## src/rtl/rgs_pkg.sv

```systemverilog
// Constants and types for the regulator enable sequencer
// Functional notes
// - Channel on while its enable is high
// - Enables map to converter, regulator A, B
// - Each switch-on starts that channel's soft-start ramp
// - Mode high forces PWM, low automatic PWM/PSM
// - Over 150 C turns all channels off
// - Stay off until below 130 C
// - Leaving thermal shutdown restarts through soft-start
// - Undervoltage shuts channels and converter switches off
// - Supply recovery re-enables channels per enables
// - Option selects higher 3.65 V lockout threshold
// - Watchdog-2 restart follows selected order
// - Two milliseconds between successive activations
// - Order code selects one of four sequences
package rgs_pkg;
   // Register byte addresses
   localparam logic [3:0] RGS_ADDR_CTRL   = 4'h0;
   localparam logic [3:0] RGS_ADDR_STATUS = 4'h4;
   // Control register fields
   localparam int         RGS_CTRL_UVHI_BIT = 0;
   localparam int         RGS_CTRL_ORD_LSB  = 1;
   localparam logic       RGS_UVHI_RESET    = 1'b0;
   localparam logic [1:0] RGS_ORDER_RESET   = 2'h0;
   // Status register fields
   localparam int         RGS_ST_ON_LSB   = 0;
   localparam int         RGS_ST_RAMP_LSB = 3;
   localparam int         RGS_ST_TSD_BIT  = 6;
   localparam int         RGS_ST_UV_BIT   = 7;
   localparam int         RGS_ST_SEQ_BIT  = 8;
   // Restart order codes
   localparam logic [1:0] RGS_ORD_AB_C = 2'h0;
   localparam logic [1:0] RGS_ORD_C_AB = 2'h1;
   localparam logic [1:0] RGS_ORD_A_CB = 2'h2;
   localparam logic [1:0] RGS_ORD_ALL  = 2'h3;
   // Timing
   localparam int RGS_CLK_KHZ      = 125000;
   localparam int RGS_SEQ_DELAY_MS = 2;
   localparam int RGS_SEQ_CYC      = RGS_SEQ_DELAY_MS * RGS_CLK_KHZ;
   localparam int RGS_SOFT_US      = 100;
   localparam int RGS_SOFT_CYC     = (RGS_SOFT_US * RGS_CLK_KHZ + 999) / 1000;
   localparam int RGS_CNT_W        = 20;

   // One bit per regulator channel
   typedef struct packed {
      logic lin_b;
      logic lin_a;
      logic conv;
   } rgs_chan_t;

   typedef enum logic [1:0] {
      RGS_SEQ_IDLE = 2'b00,
      RGS_SEQ_OFF  = 2'b01,
      RGS_SEQ_WAIT1 = 2'b10,
      RGS_SEQ_WAIT2 = 2'b11
   } rgs_seq_t;
endpackage

```

## src/rtl/rgs_top.sv

```systemverilog
// Regulator enable sequencer with thermal, lockout and restart control
`timescale 1ns/1ps
module rgs_top
   import rgs_pkg::*;
#(
   parameter int SEQ_CYC  = RGS_SEQ_CYC,
   parameter int SOFT_CYC = RGS_SOFT_CYC
)
(
   input  wire logic        clk,                 // 125 MHz clock
   input  wire logic        nrst,                // Async reset, active low
   input  wire logic [3:0]  avs_address,         // Byte address
   input  wire logic        avs_read,            // Read request
   input  wire logic        avs_write,           // Write request
   input  wire logic [31:0] avs_writedata,       // Write data
   input  wire logic [3:0]  avs_byteenable,      // Byte lanes
   output logic [31:0]      avs_readdata,        // Read data
   output logic             avs_waitrequest,     // Stall
   input  wire logic        converter_enable_pin, // Converter enable
   input  wire logic        linear_a_enable_pin, // Regulator A enable
   input  wire logic        linear_b_enable_pin, // Regulator B enable
   input  wire logic        mode_pin,            // High forces PWM
   input  wire logic        temp_above_150,      // Over-temperature comparator
   input  wire logic        temp_below_130,      // Recovery comparator
   input  wire logic        supply_below_std,    // Below standard lockout level
   input  wire logic        supply_below_high,   // Below 3.65 V lockout level
   input  wire logic        wd2_timeout,         // Watchdog-2 power-cycle pulse
   output rgs_chan_t        chan_on,             // Channel switched on
   output rgs_chan_t        ramp_active,         // Soft-start ramping
   output logic             forced_pwm,          // Converter in forced PWM
   output logic             conv_switch_allow    // Converter power switches allowed
);

   logic       rst_meta_q;
   logic       rst_n_q;
   logic       uvhi_q;
   logic [1:0] order_q;
   logic       tsd_q;
   logic       uv_q;
   logic       uv_now;
   rgs_seq_t   seq_q;
   logic [RGS_CNT_W-1:0] seq_cnt_q;
   rgs_chan_t  allow_q;
   rgs_chan_t  pins;
   rgs_chan_t  gate;
   rgs_chan_t  on_q;
   rgs_chan_t  ramp_q;
   logic       pwm_q;
   logic       sw_q;
   logic       wait_q;
   logic [31:0] rdata_q;
   logic       acc_go;
   logic       delay_done;

   // Reset release through two flops
   always_ff @(posedge clk or negedge nrst)
   begin
      if (!nrst)
      begin
         rst_meta_q <= 1'b0;
         rst_n_q    <= 1'b0;
      end
      else
      begin
         rst_meta_q <= 1'b1;
         rst_n_q    <= rst_meta_q;
      end
   end

   // Channel position in the restart order, one-hot per step; the all-at-once code sets every channel
   function automatic rgs_chan_t step_mask(input logic [1:0] ord, input logic [1:0] step);
      rgs_chan_t m;
      m = '0;
      case (ord)
         RGS_ORD_AB_C:
         begin
            m.lin_a = (step == 2'h0);
            m.lin_b = (step == 2'h1);
            m.conv  = (step == 2'h2);
         end
         RGS_ORD_C_AB:
         begin
            m.conv  = (step == 2'h0);
            m.lin_a = (step == 2'h1);
            m.lin_b = (step == 2'h2);
         end
         RGS_ORD_A_CB:
         begin
            m.lin_a = (step == 2'h0);
            m.conv  = (step == 2'h1);
            m.lin_b = (step == 2'h2);
         end
         default:
         begin
            m = '1;
         end
      endcase
      return m;
   endfunction

   // Enable pins gathered into one channel word
   always_comb
   begin
      pins.conv  = converter_enable_pin;
      pins.lin_a = linear_a_enable_pin;
      pins.lin_b = linear_b_enable_pin;
   end

   // Lockout comparator chosen by the high-threshold option
   always_comb
   begin
      if (uvhi_q)
      begin
         uv_now = supply_below_high;
      end
      else
      begin
         uv_now = supply_below_std;
      end
   end

   // Protection overrides the pins; the sequencer mask holds back channels
   always_comb
   begin
      if (tsd_q || uv_q)
      begin
         gate = '0;
      end
      else
      begin
         gate = pins & allow_q;
      end
   end

   // Bus access start and restart delay expiry
   assign acc_go     = (avs_read || avs_write) && wait_q;
   assign delay_done = (seq_cnt_q >= RGS_CNT_W'(SEQ_CYC - 1));

   // Thermal shutdown latch with hysteresis, trip wins over recovery
   always_ff @(posedge clk or negedge rst_n_q)
   begin
      if (!rst_n_q)
      begin
         tsd_q <= 1'b0;
      end
      else if (temp_above_150)
      begin
         tsd_q <= 1'b1;
      end
      else if (temp_below_130)
      begin
         tsd_q <= 1'b0;
      end
   end

   // Undervoltage lockout state
   always_ff @(posedge clk or negedge rst_n_q)
   begin
      if (!rst_n_q)
      begin
         uv_q <= 1'b0;
         sw_q <= 1'b0;
      end
      else
      begin
         uv_q <= uv_now;
         sw_q <= !uv_now && on_q.conv && !tsd_q;
      end
   end

   // Watchdog-2 restart sequencer
   always_ff @(posedge clk or negedge rst_n_q)
   begin
      if (!rst_n_q)
      begin
         seq_q     <= RGS_SEQ_IDLE;
         seq_cnt_q <= '0;
         allow_q   <= '1;
      end
      else if (uv_q)
      begin
         seq_q     <= RGS_SEQ_IDLE;
         seq_cnt_q <= '0;
         allow_q   <= '1;
      end
      else if (wd2_timeout)
      begin
         seq_q     <= RGS_SEQ_OFF;
         seq_cnt_q <= '0;
         allow_q   <= '0;
      end
      else
      begin
         case (seq_q)
            RGS_SEQ_IDLE:
            begin
               seq_cnt_q <= '0;
            end
            RGS_SEQ_OFF:
            begin
               allow_q <= step_mask(order_q, 2'h0);
               seq_q   <= (order_q == RGS_ORD_ALL) ? RGS_SEQ_IDLE : RGS_SEQ_WAIT1;
            end
            RGS_SEQ_WAIT1:
            begin
               seq_cnt_q <= delay_done ? '0 : seq_cnt_q + 1'b1;
               if (delay_done)
               begin
                  allow_q <= allow_q | step_mask(order_q, 2'h1);
                  seq_q   <= RGS_SEQ_WAIT2;
               end
            end
            RGS_SEQ_WAIT2:
            begin
               seq_cnt_q <= delay_done ? '0 : seq_cnt_q + 1'b1;
               if (delay_done)
               begin
                  allow_q <= '1;
                  seq_q   <= RGS_SEQ_IDLE;
               end
            end
            default:
            begin
               seq_q <= RGS_SEQ_IDLE;
            end
         endcase
      end
   end

   // Per-channel on state and soft-start ramp
   generate
      for (genvar i = 0; i < 3; i++)
      begin : g_chan
         logic [RGS_CNT_W-1:0] ramp_cnt_q;
         always_ff @(posedge clk or negedge rst_n_q)
         begin
            if (!rst_n_q)
            begin
               on_q[i]    <= 1'b0;
               ramp_q[i]  <= 1'b0;
               ramp_cnt_q <= '0;
            end
            else
            begin
               on_q[i] <= gate[i];
               if (!gate[i])
               begin
                  ramp_q[i]  <= 1'b0;
                  ramp_cnt_q <= '0;
               end
               else if (!on_q[i])
               begin
                  ramp_q[i]  <= 1'b1;
                  ramp_cnt_q <= '0;
               end
               else if (ramp_q[i])
               begin
                  ramp_cnt_q <= ramp_cnt_q + 1'b1;
                  if (ramp_cnt_q >= RGS_CNT_W'(SOFT_CYC - 1))
                  begin
                     ramp_q[i] <= 1'b0;
                  end
               end
            end
         end
      end
   endgenerate

   // Converter mode follows the mode pin
   always_ff @(posedge clk or negedge rst_n_q)
   begin
      if (!rst_n_q)
      begin
         pwm_q <= 1'b0;
      end
      else
      begin
         pwm_q <= mode_pin;
      end
   end

   // Avalon slave: one wait cycle, then the access completes
   always_ff @(posedge clk or negedge rst_n_q)
   begin
      if (!rst_n_q)
      begin
         wait_q  <= 1'b1;
         rdata_q <= '0;
      end
      else
      begin
         wait_q  <= !acc_go;
         rdata_q <= '0;
         if (acc_go && avs_read)
         begin
            case (avs_address)
               RGS_ADDR_CTRL:
               begin
                  rdata_q[RGS_CTRL_UVHI_BIT] <= uvhi_q;
                  rdata_q[RGS_CTRL_ORD_LSB +: 2] <= order_q;
               end
               RGS_ADDR_STATUS:
               begin
                  rdata_q[RGS_ST_ON_LSB +: 3]   <= on_q;
                  rdata_q[RGS_ST_RAMP_LSB +: 3] <= ramp_q;
                  rdata_q[RGS_ST_TSD_BIT]       <= tsd_q;
                  rdata_q[RGS_ST_UV_BIT]        <= uv_q;
                  rdata_q[RGS_ST_SEQ_BIT]       <= (seq_q != RGS_SEQ_IDLE);
               end
               default:
               begin
                  rdata_q <= '0;
               end
            endcase
         end
      end
   end

   // Control register write at the completing edge
   always_ff @(posedge clk or negedge rst_n_q)
   begin
      if (!rst_n_q)
      begin
         uvhi_q  <= RGS_UVHI_RESET;
         order_q <= RGS_ORDER_RESET;
      end
      else if (avs_write && !wait_q && avs_address == RGS_ADDR_CTRL && avs_byteenable[0])
      begin
         uvhi_q  <= avs_writedata[RGS_CTRL_UVHI_BIT];
         order_q <= avs_writedata[RGS_CTRL_ORD_LSB +: 2];
      end
   end

   // Outputs come straight from their registers
   assign chan_on           = on_q;
   assign ramp_active       = ramp_q;
   assign forced_pwm        = pwm_q;
   assign conv_switch_allow = sw_q;
   assign avs_waitrequest   = wait_q;
   assign avs_readdata      = rdata_q;

endmodule

```

## config.mk

```make
export PLATFORM = sky130hd
export DESIGN_NAME = rgs_top
export DESIGN_NICKNAME = d
export VERILOG_FILES = /design/src/rtl/rgs_pkg.sv /design/src/rtl/rgs_top.sv
export SDC_FILE = /design/constraint.sdc
export NUM_CORES = 1
export LEC_CHECK = 0
export ABC_AREA = 1
export BUFFER_PORTS_ARGS = -buffer_cell sky130_fd_sc_hd__buf_4
export CAP_MARGIN = 0
export CORE_MARGIN = 5
export CORE_UTILIZATION = 46
export DETAILED_ROUTE_END_ITERATION = 8
export PLACE_DENSITY = 0.76
export SLEW_MARGIN = 20
export SYNTH_ARGS = -nofsm -noshare
export SYNTH_HDL_FRONTEND = slang
export SYNTH_SLANG_ARGS = --single-unit
```

## constraint.sdc

```tcl
create_clock -name clk -period 3.8 [get_ports clk]
set_clock_uncertainty 0.2 [all_clocks]
set_input_delay 0.38 -clock clk [delete_from_list [all_inputs] [get_ports clk]]
set_output_delay 0.38 -clock clk [all_outputs]
set_load 0.03 [all_outputs]
```

==> results.sh <==
export IMPL_start_util_pct=46.9
export IMPL_dieArea_um2=15200
export IMPL_pwr_share_clk_pct=40.3
export IMPL_antenna_cells=0
export IMPL_timing_rr_end="g_chan[2].ramp_cnt_q[15]"
export IMPL_pwr_share_comb_pct=9.0
export IMPL_cts_sinks=110
export IMPL_cp_startpoint="uv_q"
export IMPL_syn_area_per_cell_um2=8.01
export IMPL_power_internal_mw=1.88
export IMPL_worstMarginPinSlew_ns=0.941
export IMPL_clk_pin_slew_ns=0.07
export IMPL_p_sw_mw=0.624
export IMPL_powerDensity_nw_per_um2=377
export IMPL_antenna_found_initial=0
export IMPL_rr_startpoint="uv_q"
export IMPL_design_area_um2=6660
export IMPL_ctsResizeCount=0
export IMPL_yosys_warnings=0
export IMPL_cp_max_fo=15
export IMPL_hold_ws_ns=0.0210
export IMPL_vias=4853
export IMPL_port_buffer_count=38
export IMPL_p_total_mw=2.51
export IMPL_place_ws_ns=1.49
export IMPL_syn_inst=738
export IMPL_ys_seq_area_share_pct=46.6
export IMPL_yosys_top_cells_count="124 x nand2_1, 109 x inv_1, 106 x dfrtp_1"
export IMPL_hold_viol=0
export IMPL_netlist_cell_type_count=42
export IMPL_cp_required_ns=3.83
export IMPL_hpwl_mm=8.98
export IMPL_endpoint_kind="register"
export IMPL_setup_ws_ns=1.47
export IMPL_synth_area_leaders="dfrtp_1 45%, nand2_1 7.9%, inv_1 6.9%, nor2_1 5.0%, a21oi_1 4.1%"
export IMPL_firstDrtPassIters=5
export IMPL_cap_viol_max_count=0
export IMPL_dpl_cell_area_um2=6300
export IMPL_place_congestion=0.886
export IMPL_crit_type="register to register"
export IMPL_synth_edff_count=0
export IMPL_r2r_cells=7
export IMPL_outcome="complete, no violations"
export IMPL_insertion_delay_ns=0.35
export IMPL_grt_overflow=0
export IMPL_hold_class="input port to register"
export IMPL_power_frac_seq_pct=50.6
export IMPL_drive_gt1_share_pct=12.8
export IMPL_max_vdd_ir_drop_uv=279
export IMPL_power_leakage_nw=3.06
export IMPL_grt_max_degree=66
export IMPL_synth_area_leader_cell="dfrtp_1"
export IMPL_cts_buffers=9
export IMPL_core_area_um2=12600
export IMPL_synth_seq_cells=110
export IMPL_cp_data_arrival_time_ns=2.36
export IMPL_max_freq_ghz=0.429
export IMPL_synth_most_common_cell="nand2_1"
export IMPL_synth_async_sr_flop_share_pct=100
export IMPL_post_cts_buffers=0
export IMPL_antenna_left=0
export IMPL_area_growth_pct=12.7
export IMPL_synthDominantCellAreaShare_pct=44.9
export IMPL_grt_pass1_vias=4567
export IMPL_grt_use_total_pct=17.8
export IMPL_cts_tree="yes"
export IMPL_rsz0062_at_grt="false"
export IMPL_io_pin_count=94
export IMPL_cp_start_kind="register"
export IMPL_viasPerCell=5.04
export IMPL_h_tree_depth=3
export IMPL_relSlewSlack_pct=36.7
export IMPL_r2r_slack_ns=1.47
export IMPL_rows=41
export IMPL_ys_flop_type="dfrtp_1"
export IMPL_die_h_um=123
export IMPL_nNetsFinal=845
export IMPL_swShare_pct=24.9
export IMPL_hold_buffers=4
export IMPL_cts_root_buf="clkbuf_16"
export IMPL_clock_path_buffers=2
export IMPL_crit_path_end="g_chan[2].ramp_cnt_q[15]"
export IMPL_setup_tns_ns=0
export IMPL_die_w_um=123
export IMPL_wirelength_mm=12.5
export IMPL_setup_viol=0
export IMPL_syn_area_um2=5910
export IMPL_post_route_min_period_ns=2.33
export IMPL_drcViolationCount=0
export IMPL_drtIter0Drc=341
export IMPL_grt_pass1_wl_mm=21.5
export IMPL_wl_per_cell_um=13.0
export IMPL_fin_crit_sh_pct=61.4
export IMPL_slew_violations=0
[flip-flops by register name (all words and copies together) (netlist names)]
name	flops
order_q	2
rst_meta_q	1
conv_switch_allow	1
g_chan.ramp_cnt_q	60
allow_q	3
uvhi_q	1
seq_q	2
ramp_active	3
tsd_q	1
seq_cnt_q	20
chan_on	3
uv_q	1
rst_n_q	1
forced_pwm	1
avs_waitrequest	1
avs_readdata	9
[power groups by stage]
stage          clock network, mW  registers (mW)  logic [mW]
2_1_floorplan                  0            1.30       0.163
3_3_place_gp                   0            1.29       0.220
3_5_place_dp                   0            1.29       0.222
4_1_cts                     1.03            1.27       0.227
5_1_grt                     1.09            1.28       0.254
6_report                    1.01            1.27       0.227
[layer usage]
metal	track usage (%)	vias to the layer above	share of wire (%)
met1	24.1	2282	46
met4	4.84	0	1.4
met2	28.7	88	48
met5	0	-	0
met3	4.03	15	4.3
li1	-	2468	-
[placed cells by master, fill, tap and decap left out, types with 5 or more instances in the layout]
cell type,count
a21oi_1,49
a31oi_1,5
buf_4,41
clkbuf_16,9
conb_1,24
dfrtp_1,105
ha_1,7
inv_1,109
nand2_1,124
nand2_2,7
nand3_1,47
nand4_1,17
nor2_1,78
nor2_2,11
nor3_1,25
nor3_2,5
nor4_1,9
o21ai_0,38
o21ai_2,6
o22ai_1,6
xor2_1,12
[worst min-delay path by stage]
stage	start	end	slack [ns]	cells past startpoint
after floorplan	nrst	rst_meta_q	-0.12	0
after global placement	nrst	rst_meta_q	-0.04	1
after detailed placement	nrst	rst_meta_q	-0.04	1
after CTS	temp_below_130	tsd_q	0.02	2
after global routing	temp_below_130	tsd_q	0.009	2
final	temp_below_130	tsd_q	0.02	2
[critical path, stage by stage, from the launching register on]
cell     delay (ns)
dfrtp_1        0.42
nor2_2         0.18
nand3_1        0.14
nor2_2         0.50
nand2_1        0.33
nor3b_1        0.24
o21ai_0        0.14
a21oi_1        0.06
[cells by family after synthesis]
family,after synthesis,share of synthesized area (%)
other cells,2,0.127
flops,110,46.6
buf+inv,142,10.8
xor+xnor,15,2.22
compound gates,125,12.1
fa+ha+maj,7,1.48
simple gates,337,26.7
[layout make-up]
type	count	area (µm²)
multi-input combinational	508	2600
timing repair buffer	45	348
clock inverter	4	72.6
inverter	111	417
fill	1203	5960
sequential	110	2760
clock buffer	12	246
tap	172	215
[per-stage QoR]
step                      utilization (%)  instances
after floorplan                         -        760
after global placement               49.9        942
after CTS                            52.8        962
after global routing                 52.8        962
final                                52.8        962
after detailed placement             49.9        942
No activity file was read; power rests on OpenSTA's default activity.
